**src/verilog/rsd_pkg.sv**
```systemverilog
// Constants, register map and reset values of the rail sequence delay timers
// What this block does
// - Step-down A start-up waits its code in bits 3:0 after enable rise; reset 0x4.
// - Step-down A shut-down waits its code in bits 7:4 after enable fall; reset 0x1.
// - Step-down B start-up waits its code in bits 3:0 after enable rise; reset 0x3.
// - Step-down B shut-down waits its code in bits 7:4 after enable fall; reset 0x1.
// - Linear A start-up waits its code in bits 3:0 after enable rise; reset 0x1.
// - Linear A shut-down waits its code in bits 7:4 after enable fall; reset 0x2.
// - Linear B start-up waits its code in bits 3:0 after enable rise; reset zero.
// - Linear B shut-down waits its code in bits 7:4 after enable fall; reset zero.
// - General output A rises only after its start-up code elapses; field resets 0x5.
// - General output A falls only after its shut-down code elapses; field resets 0x0.
// - Start-up code N gives N half-millisecond steps, or N milliseconds with range set.
// - Shut-down code N gives N half-millisecond steps, or N milliseconds with range set.
// - Configuration bit 6, reset 0, selects the 1 ms start-up step.
// - Configuration bit 5, reset 0, selects the 1 ms shut-down step.
// - Output follows the delayed pin only with pin control set; else software bit alone.
package rsd_pkg;

  // Channel count and order: step-down A, step-down B, linear A, linear B, general output A
  localparam int NUM_CH = 5;
  localparam int CH_STEPDOWN_A = 0;
  localparam int CH_STEPDOWN_B = 1;
  localparam int CH_LINEAR_A = 2;
  localparam int CH_LINEAR_B = 3;
  localparam int CH_GENERAL_A = 4;

  // Register indices; byte address is four times the index
  localparam logic [7:0] IDX_STEPDOWN_A_SEQ_DELAY = 8'h0c;
  localparam logic [7:0] IDX_STEPDOWN_B_SEQ_DELAY = 8'h0d;
  localparam logic [7:0] IDX_LINEAR_A_SEQ_DELAY = 8'h0e;
  localparam logic [7:0] IDX_LINEAR_B_SEQ_DELAY = 8'h0f;
  localparam logic [7:0] IDX_GENERAL_OUTPUT_A_SEQ_DELAY = 8'h10;
  localparam logic [7:0] IDX_SEQ_CONFIG = 8'h13;
  localparam logic [7:0] IDX_RAIL_CONTROL = 8'h20;
  localparam logic [7:0] IDX_RAIL_STATUS = 8'h21;
  localparam int ADDR_W = 10;

  // Delay register fields
  localparam int ON_DELAY_LSB = 0;
  localparam int OFF_DELAY_LSB = 4;
  localparam int DELAY_CODE_W = 4;

  // Configuration register fields
  localparam int START_RANGE_BIT = 6;
  localparam int STOP_RANGE_BIT = 5;

  // Control register fields: software enables low, pin-control bits from bit 8
  localparam int SW_ENABLE_LSB = 0;
  localparam int PIN_CONTROL_LSB = 8;

  // Status register fields
  localparam int STAT_LEVEL_LSB = 0;
  localparam int STAT_PENDING_LSB = 8;
  localparam int STAT_RAIL_LSB = 16;

  // Reset values; delay bytes listed channel 4 down to channel 0
  localparam logic [NUM_CH-1:0][7:0] DELAY_RST = {8'h05, 8'h00, 8'h21, 8'h13, 8'h14};
  localparam logic [NUM_CH-1:0] SW_ENABLE_RST = 5'h17;
  localparam logic [NUM_CH-1:0] PIN_CONTROL_RST = 5'h17;

  // Timebase: one delay step of 0.5 ms at a 10 MHz clock
  localparam real STEP_MS = 0.5;
  localparam real CLK_MHZ = 10.0;
  localparam int STEP_CYCLES = int'($ceil(STEP_MS * 1000.0 * CLK_MHZ));
  localparam int STEP_COUNT_W = 5;

endpackage

```
**src/verilog/rsd_top.sv**
```systemverilog
// Rail sequence delay timers with APB register access
`timescale 1ns/1ps
module rsd_top #(
  parameter int unsigned HALF_MS_CYCLES = rsd_pkg::STEP_CYCLES
) (
  // Clock and reset
  input wire logic ref_clk_i,
  input wire logic sys_rst_i,
  // APB slave
  input wire logic psel_i,
  input wire logic penable_i,
  input wire logic pwrite_i,
  input wire logic [rsd_pkg::ADDR_W-1:0] paddr_i,
  input wire logic [31:0] pwdata_i,
  input wire logic [3:0] pstrb_i,
  output logic [31:0] prdata_o,
  output logic pready_o,
  output logic pslverr_o,
  // Enable pin
  input wire logic en_pin_i,
  // Sequenced outputs
  output logic stepdown_a_en_o,
  output logic stepdown_b_en_o,
  output logic linear_a_en_o,
  output logic linear_b_en_o,
  output logic general_output_a_o
);
  import rsd_pkg::*;

  localparam int PRESC_W = (HALF_MS_CYCLES > 1) ? $clog2(HALF_MS_CYCLES) : 1;
  localparam logic [PRESC_W-1:0] PRESC_LAST = PRESC_W'(HALF_MS_CYCLES - 1);

  typedef struct packed {
    logic pin_prev;
    logic [PRESC_W-1:0] presc;
    logic [NUM_CH-1:0][7:0] delay;
    logic start_long;
    logic stop_long;
    logic [NUM_CH-1:0] sw_enable;
    logic [NUM_CH-1:0] pin_control;
    logic [31:0] rdata;
    logic [NUM_CH-1:0] rail;
  } rsd_top_s;

  rsd_top_s st;
  rsd_top_s next_st;

  // Decoded bus and pin events
  logic setup_phase;
  logic access_phase;
  logic aligned;
  logic [7:0] reg_idx;
  logic hit_delay;
  logic hit_config;
  logic hit_control;
  logic hit_status;
  logic mapped;
  logic [2:0] delay_ch;
  logic rise;
  logic fall;
  logic tick;
  logic [NUM_CH-1:0] level;
  logic [NUM_CH-1:0] pending;
  logic [31:0] read_mux;

  // APB phases and word-index decode
  assign setup_phase = psel_i && !penable_i;
  assign access_phase = psel_i && penable_i;
  assign aligned = (paddr_i[1:0] == 2'h0);
  assign reg_idx = 8'(paddr_i[ADDR_W-1:2]);

  // Delay registers are contiguous, so one range check covers all five
  assign hit_delay = aligned && (reg_idx >= IDX_STEPDOWN_A_SEQ_DELAY) &&
    (reg_idx <= IDX_GENERAL_OUTPUT_A_SEQ_DELAY);
  assign hit_config = aligned && (reg_idx == IDX_SEQ_CONFIG);
  assign hit_control = aligned && (reg_idx == IDX_RAIL_CONTROL);
  assign hit_status = aligned && (reg_idx == IDX_RAIL_STATUS);
  assign mapped = hit_delay || hit_config || hit_control || hit_status;
  assign delay_ch = 3'(reg_idx - IDX_STEPDOWN_A_SEQ_DELAY);

  // Zero-wait slave; unmapped or unaligned access answers with an error
  assign pready_o = 1'b1;
  assign pslverr_o = access_phase && !mapped;
  assign prdata_o = st.rdata;

  // Enable-pin edges are taken straight; the pin is synchronous here
  assign rise = en_pin_i && !st.pin_prev;
  assign fall = !en_pin_i && st.pin_prev;

  // One shared timebase, restarted on every edge so all timers align
  assign tick = (st.presc == PRESC_LAST) && !(rise || fall);

  // Read data source for the addressed register
  always_comb begin
    read_mux = 32'h0;
    if (hit_delay) begin
      read_mux = {24'h0, st.delay[delay_ch]};
    end else if (hit_config) begin
      read_mux[START_RANGE_BIT] = st.start_long;
      read_mux[STOP_RANGE_BIT] = st.stop_long;
    end else if (hit_control) begin
      read_mux[SW_ENABLE_LSB +: NUM_CH] = st.sw_enable;
      read_mux[PIN_CONTROL_LSB +: NUM_CH] = st.pin_control;
    end else if (hit_status) begin
      read_mux[STAT_LEVEL_LSB +: NUM_CH] = level;
      read_mux[STAT_PENDING_LSB +: NUM_CH] = pending;
      read_mux[STAT_RAIL_LSB +: NUM_CH] = st.rail;
    end
  end

  // Per-channel delay timers, all fed from the same edges and tick
  generate
    for (genvar ch = 0; ch < NUM_CH; ch++) begin : g_ch
      rsd_timer u_timer (
        .ref_clk_i(ref_clk_i),
        .sys_rst_i(sys_rst_i),
        .rise_i(rise),
        .fall_i(fall),
        .tick_i(tick),
        .on_code_i(st.delay[ch][ON_DELAY_LSB +: DELAY_CODE_W]),
        .off_code_i(st.delay[ch][OFF_DELAY_LSB +: DELAY_CODE_W]),
        .on_long_i(st.start_long),
        .off_long_i(st.stop_long),
        .level_o(level[ch]),
        .pending_o(pending[ch])
      );
    end
  endgenerate

  // Next state: pin history, timebase, register writes, read capture, rails
  always_comb begin
    next_st = st;
    next_st.pin_prev = en_pin_i;

    // Timebase restarts on any edge, wraps after one step
    if (rise || fall || tick) begin
      next_st.presc = '0;
    end else begin
      next_st.presc = st.presc + PRESC_W'(1);
    end

    // Read data is captured in setup so the access phase sees a flop
    if (setup_phase && !pwrite_i) begin
      next_st.rdata = read_mux;
    end

    // Writes take effect at the completing access edge only
    if (access_phase && pwrite_i && mapped) begin
      if (hit_delay && pstrb_i[0]) begin
        next_st.delay[delay_ch] = pwdata_i[7:0];
      end
      if (hit_config && pstrb_i[0]) begin
        next_st.start_long = pwdata_i[START_RANGE_BIT];
        next_st.stop_long = pwdata_i[STOP_RANGE_BIT];
      end
      if (hit_control && pstrb_i[0]) begin
        next_st.sw_enable = pwdata_i[SW_ENABLE_LSB +: NUM_CH];
      end
      if (hit_control && pstrb_i[1]) begin
        next_st.pin_control = pwdata_i[PIN_CONTROL_LSB +: NUM_CH];
      end
    end

    // Pin control gates the delayed pin with the software bit
    for (int ch = 0; ch < NUM_CH; ch++) begin
      if (st.pin_control[ch]) begin
        next_st.rail[ch] = st.sw_enable[ch] && level[ch];
      end else begin
        next_st.rail[ch] = st.sw_enable[ch];
      end
    end
  end

  // Single state register; reset loads the documented defaults
  always_ff @(posedge ref_clk_i) begin
    if (sys_rst_i) begin
      st <= '0;
      st.delay <= DELAY_RST;
      st.sw_enable <= SW_ENABLE_RST;
      st.pin_control <= PIN_CONTROL_RST;
    end else begin
      st <= next_st;
    end
  end

  // Outputs straight from the rail flops
  assign stepdown_a_en_o = st.rail[CH_STEPDOWN_A];
  assign stepdown_b_en_o = st.rail[CH_STEPDOWN_B];
  assign linear_a_en_o = st.rail[CH_LINEAR_A];
  assign linear_b_en_o = st.rail[CH_LINEAR_B];
  assign general_output_a_o = st.rail[CH_GENERAL_A];

endmodule

```
**src/verilog/rsd_timer.sv**
```systemverilog
// One channel's start-up and shut-down delay timer
`timescale 1ns/1ps
module rsd_timer (
  // Clock and reset
  input wire logic ref_clk_i,
  input wire logic sys_rst_i,
  // Enable-pin events and shared timebase
  input wire logic rise_i,
  input wire logic fall_i,
  input wire logic tick_i,
  // Delay codes and range selects
  input wire logic [rsd_pkg::DELAY_CODE_W-1:0] on_code_i,
  input wire logic [rsd_pkg::DELAY_CODE_W-1:0] off_code_i,
  input wire logic on_long_i,
  input wire logic off_long_i,
  // Delayed pin state
  output logic level_o,
  output logic pending_o
);
  import rsd_pkg::*;

  typedef struct packed {
    logic level;
    logic pending;
    logic target;
    logic [STEP_COUNT_W-1:0] count;
  } rsd_timer_s;

  rsd_timer_s st;
  rsd_timer_s next_st;
  logic [STEP_COUNT_W-1:0] steps;

  // Step count of the new sequence; the long range doubles each code
  always_comb begin
    if (rise_i) begin
      steps = on_long_i ? {on_code_i, 1'b0} : {1'b0, on_code_i};
    end else begin
      steps = off_long_i ? {off_code_i, 1'b0} : {1'b0, off_code_i};
    end
  end

  // New edge reloads; an edge mid-count simply overrides the old one
  always_comb begin
    next_st = st;
    if (rise_i || fall_i) begin
      next_st.target = rise_i;
      if (steps == '0) begin
        next_st.level = rise_i;
        next_st.pending = 1'b0;
      end else begin
        next_st.pending = 1'b1;
        next_st.count = steps;
      end
    end else if (st.pending && tick_i) begin
      if (st.count == STEP_COUNT_W'(1)) begin
        next_st.level = st.target;
        next_st.pending = 1'b0;
      end else begin
        next_st.count = st.count - STEP_COUNT_W'(1);
      end
    end
  end

  always_ff @(posedge ref_clk_i) begin
    if (sys_rst_i) begin
      st <= '0;
    end else begin
      st <= next_st;
    end
  end

  assign level_o = st.level;
  assign pending_o = st.pending;

endmodule

```
**config.mk**
```make
export PLATFORM = sky130hd
export DESIGN_NAME = rsd_top
export DESIGN_NICKNAME = d
export VERILOG_FILES = /design/src/verilog/rsd_pkg.sv /design/src/verilog/rsd_top.sv /design/src/verilog/rsd_timer.sv
export SDC_FILE = /design/constraint.sdc
export NUM_CORES = 1
export LEC_CHECK = 0
export BUFFER_PORTS_ARGS = -buffer_cell sky130_fd_sc_hd__buf_2
export CORE_ASPECT_RATIO = 1.2
export CORE_MARGIN = 1
export CORE_UTILIZATION = 50
export DETAILED_ROUTE_END_ITERATION = 8
export HOLD_SLACK_MARGIN = 0.15
export PLACE_DENSITY = 0.77
export SYNTH_ARGS = -nofsm -noshare
export SYNTH_HDL_FRONTEND = slang
export SYNTH_SLANG_ARGS = --single-unit
export TNS_END_PERCENT = 5
```
**constraint.sdc**
```tcl
create_clock -name ref_clk_i -period 4.3 [get_ports ref_clk_i]
set_input_delay 0.43 -clock ref_clk_i [delete_from_list [all_inputs] [get_ports ref_clk_i]]
set_output_delay 0.43 -clock ref_clk_i [all_outputs]
set_load 0.005 [all_outputs]
```
# Word level (Yosys, flattened, before mapping)
# Index checks and enable logic that the tools add are counted.
# Widths: inputs -> output; s select.
# totals
reg_bits	125
latch_bits	0
ramBits	0
romBits	0
input_bits	52
wordCells	224
memories	0
# classes
addsub	7
n_mul	0
div_mod_pow	0
order_cmp	4
eq_ne	24
shifts	0
n_mux	84
n_bitwise	0
reduce_logical	76
# op_table
cell	n
$mux 5	46
$bwmux 40	1
$mux 2	16
$reduce_and 3->1	10
$logic_and 1x1->1	29
$eq 5x1->1 const B	5
$logic_not 5->1	5
$sub 5x1->5 const B	5
$bmux 8 s3	1
$demux 8 s3	1
$ne 2x2->1 const B	10
$reduce_bool 2->1	10
$reduce_and 2->1	9
$eq 8x6->1 const B	2
$mux 1	16
$mux 8	2
$add 13x1->13 const B	1
$eq 13x13->1 const B	1
$ne 2x1->1 const B	5
$eq 8x5->1 const B	1
$ge 8x4->1 const B	1
$le 8x5->1 const B	1
$mux 7	1
$logic_not 1->1	6
6 further kinds	10

# Longest topological paths before layout
# Gate-level depths: netlist (run 1).
# depth
depth_word	8
ltp_mapped	9

# Hierarchy
# From an unflattened synthesis (run 1), not the netlist that was laid out.
# unflattened
hier_cells	910
area_unflattened_um2	7706.1
# modules_own_cells
mod	instances	cells_each	area_per_inst_um2	seq_area_each_um2
rsd_top	1	475	4415.5	1781.7
rsd_timer	5	87	658.1	160.2

# Worst setup path after synthesis (run 1)
# OpenSTA, ideal clock, no wires.
# synth_timing
kind	input -> output
from	input port paddr_i[1] in the netlist's numbering
to	output port pslverr_o
t_arrival_ns	1.802
required_time_ns	3.870
setup_slack_ns	2.068
stages	3
n_path_buf	0
cell_sequence	or4_4 -> nor4_1 -> nor4_1
# synth_via
elab_chain_len	8
word_cells_on_any_way	11
cone_classes	reduce/logical (11)
# synth_rtl
element	line_no	text
start: declaration	rsd_top.sv:13	input wire logic [rsd_pkg::ADDR_W-1:0] paddr_i,
$logic_not 2->1 *	rsd_top.sv:69	assign aligned = (paddr_i[1:0] == 2'h0);
$logic_and 1x1->1 (2 in series)	rsd_top.sv:73	assign hit_delay = aligned && (reg_idx >= IDX_STEPDOWN_A_SEQ_DELAY) &&
$logic_or 1x1->1 (2 in series)	rsd_top.sv:78	assign mapped = hit_delay || hit_config || hit_control || hit_status;
$logic_or 1x1->1 *	rsd_top.sv:78	
$logic_not 1->1 *	rsd_top.sv:83	assign pslverr_o = access_phase && !mapped;
$logic_and 1x1->1 *	rsd_top.sv:83	
end: declaration	rsd_top.sv:18	output logic pslverr_o,
# Every way passes the cells marked *; elsewhere a longest branch is shown, timed or not.

# Worst setup path in the final report (run 1)
# layout_timing
from	register st[48] in the netlist's numbering
to	register g_ch[0].u_timer.st, in the netlist g_ch[0].u_timer.level_o
# layout_via
elab_chain_len	5
# layout_rtl
element	line_no	text
start: declaration	rsd_top.sv:45	rsd_top_s st;
start signal: assignment	rsd_top.sv:182	st <= next_st;
$mux 5	rsd_timer.sv:36	steps = on_long_i ? {on_code_i, 1'b0} : {1'b0, on_code_i};
$mux 5	rsd_timer.sv:35	if (rise_i) begin
$logic_not 5->1	rsd_timer.sv:47	if (steps == '0) begin
$ne 2x1->1 (no source line)	--	
$reduce_and 3->1 (no source line)	--	
end signal: assignment	rsd_timer.sv:68	st <= next_st;
end: declaration	rsd_timer.sv:29	rsd_timer_s st;
# No other way between the ends.
# A chain may end at the register's enable or synchronous reset.

==> implementation parameters, run 1 <==
Parameter                              Value

Status
  Outcome    completed

GRT
  Global routing met3 resource utilization    0.05655
  Via count of the first global-routing pass    5657
  Global routing's busiest layer    met2
  Largest net degree at the start of global routing    77
  Wire length of the first global-routing pass    28620 um
  Global-route met2 utilization    0.4113
  Final global-route overflow total    0
  Number of antenna violations at the first check in global routing    0
  GRT Total Usage    0.2441
  Grt met1 use    0.2995

STA
  FMAX    0.3685 GHz
  Count of endpoints failing hold in the final timing report    0
  Tcrit/Tclk final    0.6310
  Clock period minus worst slack    2.713 ns
  Max Clock Skew    0.006882 ns
  Setup repair after global routing missed its margin    no
  Count of pins over their slew limit    0
  Number of endpoints failing setup at the final stage    0
  Setup TNS    0 ns
  Headroom to the max-slew limit    0.3423
  Slew at the pin with the worst max-slew slack    0.9852 ns

Floorplanning
  Die Span Y    132.4 um
  # IOs    91
  Cell Rows    47
  Area enclosed by the die boundary    14650 um^2
  Die W    110.7 um
  Initial core utilization    0.5125
  Placeable core area    13820 um^2

Drt
  1st-iter DRT viols    493
  Number of DRC violations after detailed routing    0
  Routed len/inst    17.37 um
  Count of nets left with antenna violations after detail routing    0
  Routed via count    6066
  Final wirelength    17410 um
  DR vias/cell    6.054
  Iteration count of the initial detailed-routing pass    6

Clock network
  Post-CTS Setup Repair Bufs    0
  Number of CTS-inserted buffers    17
  Clock buffer depth    2
  Total number of clock tree sinks    125
  Post-CTS Resized    0
  TritonCTS clock tree    built
  Clock-pin slew on the worst setup and hold paths    0.06 ns
  Cell chosen for the clock root    sky130_fd_sc_hd__clkbuf_16
  Number of H-tree branching levels    4
  Clock Latency Late Sink    0.43 ns
  # hold bufs at CTS    0

Logic synthesis
  Netlist Area Pre-Place    7083 um^2
  Prevailing post-synth register cell    sky130_fd_sc_hd__dfxtp_1
  Post-synth EDFFs    0
  Library cell occupying the most area in the post-synthesis netlist    sky130_fd_sc_hd__dfxtp_1
  Share of synthesized area spent on multiplexers    0.1360
  Proportion of synthesized chip area in sequential cells    0.3533
  Simple-gate share of the synthesized area    0.2173
  Xor/xnor cell area share of the yosys netlist    0.01731
  Portion of synthesized cell area occupied by the leading cell type    0.3533
  Main combinational cell family by area after synthesis    simple AND/OR/NAND/NOR gates
  Instance count of the mapped netlist    807
  Synth Area in Compound Gates    0.1756
  Adder-Cell Fraction of Synth Area    0.02120
  Netlist cell types    75
  Synthesis-stage register bit count    125
  Avg Cell Area, Syn    8.777 um^2
  Proportion of synthesized flip-flops having asynchronous set or reset    0
  Ys Warns    0
  Top post-synthesis cells by area    sky130_fd_sc_hd__dfxtp_1 (35%), sky130_fd_sc_hd__mux2i_1 (11%), sky130_fd_sc_hd__nand2_1 (4.0%), sky130_fd_sc_hd__buf_4 (3.8%), sky130_fd_sc_hd__nor2_1 (3.1%)

Critical path
  Type of destination of the critical path    register
  Capturing point of the worst reg2reg path    g_ch[0].u_timer.level_o
  Critical path class    register to register
  Required time reported for the critical path endpoint    4.60 ns
  Register-to-register path setup slack    1.59 ns
  Crit start category    register
  Worst Path Arrival    3.01 ns
  Worst reg-to-reg path cell count    6
  Critical R2R Launch    st[48]
  Maximum fanout along the worst path    23

Hold path
  Hold worst-path end    st[39]
  Startpoint of the lowest-slack hold path    pwdata_i[10]
  Min-Delay Path Class    input port to register
  Worst hold path depth    3

Finish
  Final antenna diode count    0
  Number of standard cells in the layout, taps in and fillers out    1002
  Fill cell count    1225
  Proportion of layout cells with a drive suffix above 1    0.1468
  Finished layout cell area    7833 um^2
  Synthesis-to-finish area growth    10.58%
  Register area    2502 um^2
  Multi-input combinational cell area    4075 um^2
  Layout Nets    882

Placement
  Total placed instance area    7204 um^2
  Quantity of I/O buffers inserted on ports    54
  Gp weighted congestion    0.9205
  Sum of net half-perimeters after detailed placement    12070 um
  Cell total after placement    970

Power and ir drop
  Standby leakage power    3.290 nW
  Maximum resistive drop on vdd    0.4780 mV
  Post-layout power    2.990 mW
  Cell area power density    381.7 nW/um^2

Flow run
  Max_cap viols    0
## registers in the layout, indices dropped and copies added (netlist names)
register,flops
general_output_a_o,1
g_ch.u_timer.level_o,5
st,66
g_ch.u_timer.pending_o,5
linear_b_en_o,1
linear_a_en_o,1
g_ch.u_timer.st,26
prdata_o,18
stepdown_b_en_o,1
stepdown_a_en_o,1
## cells in the mapped netlist (all sizes together) (13+ instances only)
cell	count
a21oi	27
a211oi	16
buf	47
nand4	19
o22ai	15
nand3	40
a221oi	13
dfxtp	125
and3	13
o21ai	23
nor3	14
clkbuf	33
mux2i	76
inv	28
nor2	59
nand2	76
## worst max-delay path by stage
stage / startpoint / end
4_1_cts: paddr_i[1] / pslverr_o
3_5_place_dp: en_pin_i / g_ch[2].u_timer.level_o
3_3_place_gp: paddr_i[1] / pslverr_o
5_1_grt: st[48] / g_ch[0].u_timer.st[1]
6_report: st[48] / g_ch[0].u_timer.level_o
2_1_floorplan: paddr_i[1] / pslverr_o
## report_power, final
group	internal, mW	switching [mW]	total [mW]
registers	1.19	0.0333	1.22
logic	0.0921	0.156	0.248
clock network	0.984	0.539	1.52
## cell usage in the layout (no fill, tap or decap), types with 13 or more instances in the layout
master	n
sky130_fd_sc_hd__inv_1	27
sky130_fd_sc_hd__clkbuf_16	17
sky130_fd_sc_hd__and3_1	13
sky130_fd_sc_hd__a221oi_1	13
sky130_fd_sc_hd__buf_2	54
sky130_fd_sc_hd__o22ai_1	14
sky130_fd_sc_hd__a21oi_1	27
sky130_fd_sc_hd__nand2_1	76
sky130_fd_sc_hd__a211oi_1	16
sky130_fd_sc_hd__nand3_1	39
sky130_fd_sc_hd__dfxtp_1	125
sky130_fd_sc_hd__nand4_1	16
sky130_fd_sc_hd__mux2i_1	76
sky130_fd_sc_hd__conb_1	15
sky130_fd_sc_hd__nor2_1	59
sky130_fd_sc_hd__o21ai_0	22
## worst max-delay path: stages, from the launching register on
cell	delay, ns
sky130_fd_sc_hd__dfxtp_1	0.96
sky130_fd_sc_hd__buf_4	0.32
sky130_fd_sc_hd__mux2i_1	0.21
sky130_fd_sc_hd__mux2i_1	0.13
sky130_fd_sc_hd__a2111oi_2	0.53
sky130_fd_sc_hd__a2bb2oi_1	0.24
sky130_fd_sc_hd__mux2i_1	0.18
## kinds of logic (layout without fill, tap and decap cells)
group,Yosys count,count (layout)
and+or+nand+nor,290,290
xor gates and xnor gates,14,14
other,2,15
muxes,88,88
AOI/OAI and AO/OA,168,168
DFF,125,125
buffers and inverters,108,119
adders and majority gates,12,12
## per-stage QoR
step	setup WS (ns)	utilization	hold WS, ns
floorplan	2.068	-	0.4323
global route	1.377	0.5668	0.2366
finish	1.587	0.5668	0.2312
detailed placement	1.571	0.5213	0.4397
CTS	1.561	0.5668	0.2113
global placement	1.591	0.5213	0.4354
## metal layers
metal  vias up  wire length [um]
met2       182              8523
met5         -                 0
met4         0               432
met1      2897              7561
li1       2956                 -
met3        31               887
## final cells by class
cell class / instances / share of cell area
clock inverter: 14 / 0.02412
tap: 171 / 0.02732
clock buffer: 18 / 0.05607
multi-input combinational: 587 / 0.5203
inverter: 28 / 0.01342
timing repair buffer: 59 / 0.03930
sequential: 125 / 0.3195
Power figures use the tool's default switching activity.
==> run 2, diff against run 1 <==
Settings changed: ABC_AREA set to 1, PLACE_DENSITY 0.77 to 0.8.
Clock period 4.3 ns to 2.4 ns, I/O delays scaled along.
==> implementation parameters, run 2 <==
Parameter                              Value

Drt
  Iteration count of the initial detailed-routing pass    9
  DR vias/cell    5.335
  Final wirelength    19540 um
  Routed via count    7352
  1st-iter DRT viols    472
  Count of nets left with antenna violations after detail routing    0
  Number of DRC violations after detailed routing    4
  Routed len/inst    14.18 um

STA
  Max Clock Skew    0.008136 ns
  Clock period minus worst slack    2.179 ns
  Number of endpoints failing setup at the final stage    0
  Setup TNS    0 ns
  Tcrit/Tclk final    0.9078
  Setup repair after global routing missed its margin    no
  Headroom to the max-slew limit    0.6470
  Count of pins over their slew limit    0
  Count of endpoints failing hold in the final timing report    0
  Slew at the pin with the worst max-slew slack    0.5287 ns
  FMAX    0.4590 GHz

Clock network
  Clock-pin slew on the worst setup and hold paths    0.06 ns
  Cell chosen for the clock root    sky130_fd_sc_hd__clkbuf_16
  Clock Latency Late Sink    0.42 ns
  Number of H-tree branching levels    4
  Clock buffer depth    2
  Total number of clock tree sinks    125
  Number of CTS-inserted buffers    17
  TritonCTS clock tree    built

Status
  Failing checks    design-rule violations
  Outcome    finished, violations left

Critical path
  Critical R2R Launch    st[102]
  Crit start category    input port
  Critical Path Source    en_pin_i
  Maximum fanout along the worst path    10
  Critical path class    input port to register
  Required time reported for the critical path endpoint    2.76 ns
  Type of destination of the critical path    register
  Register-to-register path setup slack    0.36 ns
  Worst reg-to-reg path cell count    15
  Capturing point of the worst reg2reg path    g_ch[3].u_timer.st[0]
  Worst Path Arrival    2.54 ns

Finish
  Synthesis-to-finish area growth    15.71%
  Highest-count cells in the layout ignoring fill and taps    sky130_fd_sc_hd__nand2_1 (316), sky130_fd_sc_hd__nor2_1 (184), sky130_fd_sc_hd__dfxtp_1 (125), sky130_fd_sc_hd__inv_1 (116)
  Proportion of layout cells with a drive suffix above 1    0.1243
  Final standard cell utilization of the core    0.5983
  Most frequent standard cell in the layout excluding fill and tap cells    sky130_fd_sc_hd__nand2_1
  Flip-flop count of the largest register, all copies and words added    66
  Layout Nets    1259
  Reg with most FFs    st
  Final antenna diode count    0
  Fill cell count    1274

Floorplanning
  Placeable core area    13940 um^2
  Area enclosed by the die boundary    14900 um^2
  Die Span Y    133.5 um
  Die W    111.6 um
  Initial core utilization    0.5171
  # IOs    91
  Cell Rows    47

Logic synthesis
  Netlist cell types    39
  Avg Cell Area, Syn    6.327 um^2
  Proportion of synthesized chip area in sequential cells    0.3472
  Portion of synthesized cell area occupied by the leading cell type    0.3472
  Instance count of the mapped netlist    1139
  Netlist Area Pre-Place    7207 um^2
  Proportion of synthesized flip-flops having asynchronous set or reset    0
  Top post-synthesis cells by area    sky130_fd_sc_hd__dfxtp_1 (35%), sky130_fd_sc_hd__nand2_1 (17%), sky130_fd_sc_hd__nor2_1 (9.6%), sky130_fd_sc_hd__inv_1 (6.1%), sky130_fd_sc_hd__a21oi_1 (4.7%)
  Most used standard cells in the synthesized netlist    sky130_fd_sc_hd__nand2_1 (321), sky130_fd_sc_hd__nor2_1 (184), sky130_fd_sc_hd__dfxtp_1 (125), sky130_fd_sc_hd__inv_1 (117), sky130_fd_sc_hd__a21oi_1 (68)
  Count leader, synth    sky130_fd_sc_hd__nand2_1
  Synthesis-stage register bit count    125
  Ys Warns    0
  Prevailing post-synth register cell    sky130_fd_sc_hd__dfxtp_1
  Library cell occupying the most area in the post-synthesis netlist    sky130_fd_sc_hd__dfxtp_1
  Post-synth EDFFs    0

Power and ir drop
  Maximum resistive drop on vdd    0.4803 mV
  Cell area power density    683.4 nW/um^2
  Share of total power consumed by net switching    0.2552
  Standby leakage power    3.998 nW
  Total internal power    4.245 mW
  P_sw    1.454 mW
  Fraction of power consumed by combinational cells    0.114
  Power share of the clock group    0.501
  Sequential fraction of design power    0.385

Placement
  Sum of net half-perimeters after detailed placement    13920 um
  Quantity of I/O buffers inserted on ports    54
  Gp weighted congestion    0.9168

Hold path
  Startpoint of the lowest-slack hold path    pwdata_i[5]
  Worst hold path depth    3
  Hold worst-path end    st[70]
  Min-Delay Path Class    input port to register

GRT
  Via count of the first global-routing pass    6693
  Number of antenna violations at the first check in global routing    0
  GRT Total Usage    0.2676
  Largest net degree at the start of global routing    56
  Wire length of the first global-routing pass    31700 um
  Final global-route overflow total    0

Flow run
  Max_cap viols    0
==> run 2: cell types whose count changed in the layout (fill, tap and decap cells not counted), sizes merged, moves of 13 or more <==
cell / previous run / this run
a221oi: 13 / 0
inv: 31 / 120
a21oi: 27 / 68
nand2: 76 / 323
buf: 59 / 85
mux2i: 76 / 0
o21ai: 23 / 47
nand4: 19 / 45
nor2: 59 / 190
nand3: 40 / 70
==> run 2: what timing repair did <==
item                       in CTS  in global routing
hold endpoints to repair       10                  0
hold buffers                    7                  0
resized for setup               0                 10
buffers inserted                0                  1
setup endpoints to repair       0                 19
==> run 2: worst max-delay path by stage <==
stage | to | slack [ns]
finish | g_ch[3].u_timer.st[0] | 0.22
global route | g_ch[2].u_timer.st[2] | 0.03
CTS | g_ch[3].u_timer.st[0] | 0.08
detailed placement | g_ch[3].u_timer.st[0] | 0.22
global placement | g_ch[3].u_timer.st[0] | 0.25
floorplan | g_ch[0].u_timer.st[1] | 0.59
==> run 2: power by group through the flow <==
stage | combinational, mW | clock (mW) | sequential, mW
4_1_cts | 0.640 | 2.87 | 2.19
3_3_place_gp | 0.610 | 0 | 2.24
3_5_place_dp | 0.621 | 0 | 2.24
2_1_floorplan | 0.473 | 0 | 2.22
6_report | 0.652 | 2.85 | 2.19
5_1_grt | 0.733 | 2.97 | 2.20
==> run 2: final cells by class <==
class                           instances  area [um^2]  share of cell area
Timing Repair Buffer                   92        598.1             0.07172
Clock inverter                         13        212.7             0.02551
Multi-Input combinational cell        837         3911              0.4690
Tap cell                              171        214.0             0.02566
Sequential cell                       125         2502              0.3001
Clock buffer                           18        439.2             0.05266
Inverter                              122        461.7             0.05536
==> run 2: logic make-up after synthesis <==
family,Yosys count,synth area share
compound gates,150,0.1146
simple gates,652,0.3865
buf+inv,190,0.1201
fa+ha+maj,12,0.02083
xor+xnor,8,0.009723
other cells,2,0.001042
flops,125,0.3472
==> run 2: per-layer routing <==
metal / share of wire / vias up / GRT usage / wire length, um
li1: - / 3736 / - / -
met1: 0.41 / 3316 / 0.3104 / 8101
met2: 0.50 / 245 / 0.4694 / 9770
met3: 0.052 / 55 / 0.05596 / 1022
met4: 0.033 / 0 / 0.1276 / 644
met5: 0 / - / 0 / 0
==> run 2: per-stage QoR <==
stage	instance area [um^2]	setup WS (ns)	total power, mW	cells	hold slack (ns)
after floorplan	7256	0.5924	2.695	1152	0.3470
after global placement	7570	0.2453	2.846	1339	0.4308
after detailed placement	7570	0.2153	2.858	1339	0.4421
after CTS	8292	0.07647	5.702	1377	0.1503
after global routing	8339	0.02954	5.903	1378	0.1673
final	8339	0.2214	5.699	1378	0.1544
==> run 2: critical path, stage by stage <==
cell and delay [ns]:
sky130_fd_sc_hd__dlygate4sd3_1 0.54, sky130_fd_sc_hd__buf_2 0.13, sky130_fd_sc_hd__ha_2 0.24, sky130_fd_sc_hd__inv_1 0.13, sky130_fd_sc_hd__nor2_2 0.07, sky130_fd_sc_hd__buf_4 0.18
sky130_fd_sc_hd__buf_4 0.14, sky130_fd_sc_hd__nand2_1 0.05, sky130_fd_sc_hd__nand4_1 0.11, sky130_fd_sc_hd__nor2_1 0.15, sky130_fd_sc_hd__nand2_1 0.09, sky130_fd_sc_hd__nand2_2 0.12
sky130_fd_sc_hd__nand2_1 0.12, sky130_fd_sc_hd__nand2_1 0.08, sky130_fd_sc_hd__nand2_1 0.04, sky130_fd_sc_hd__nor2_1 0.11
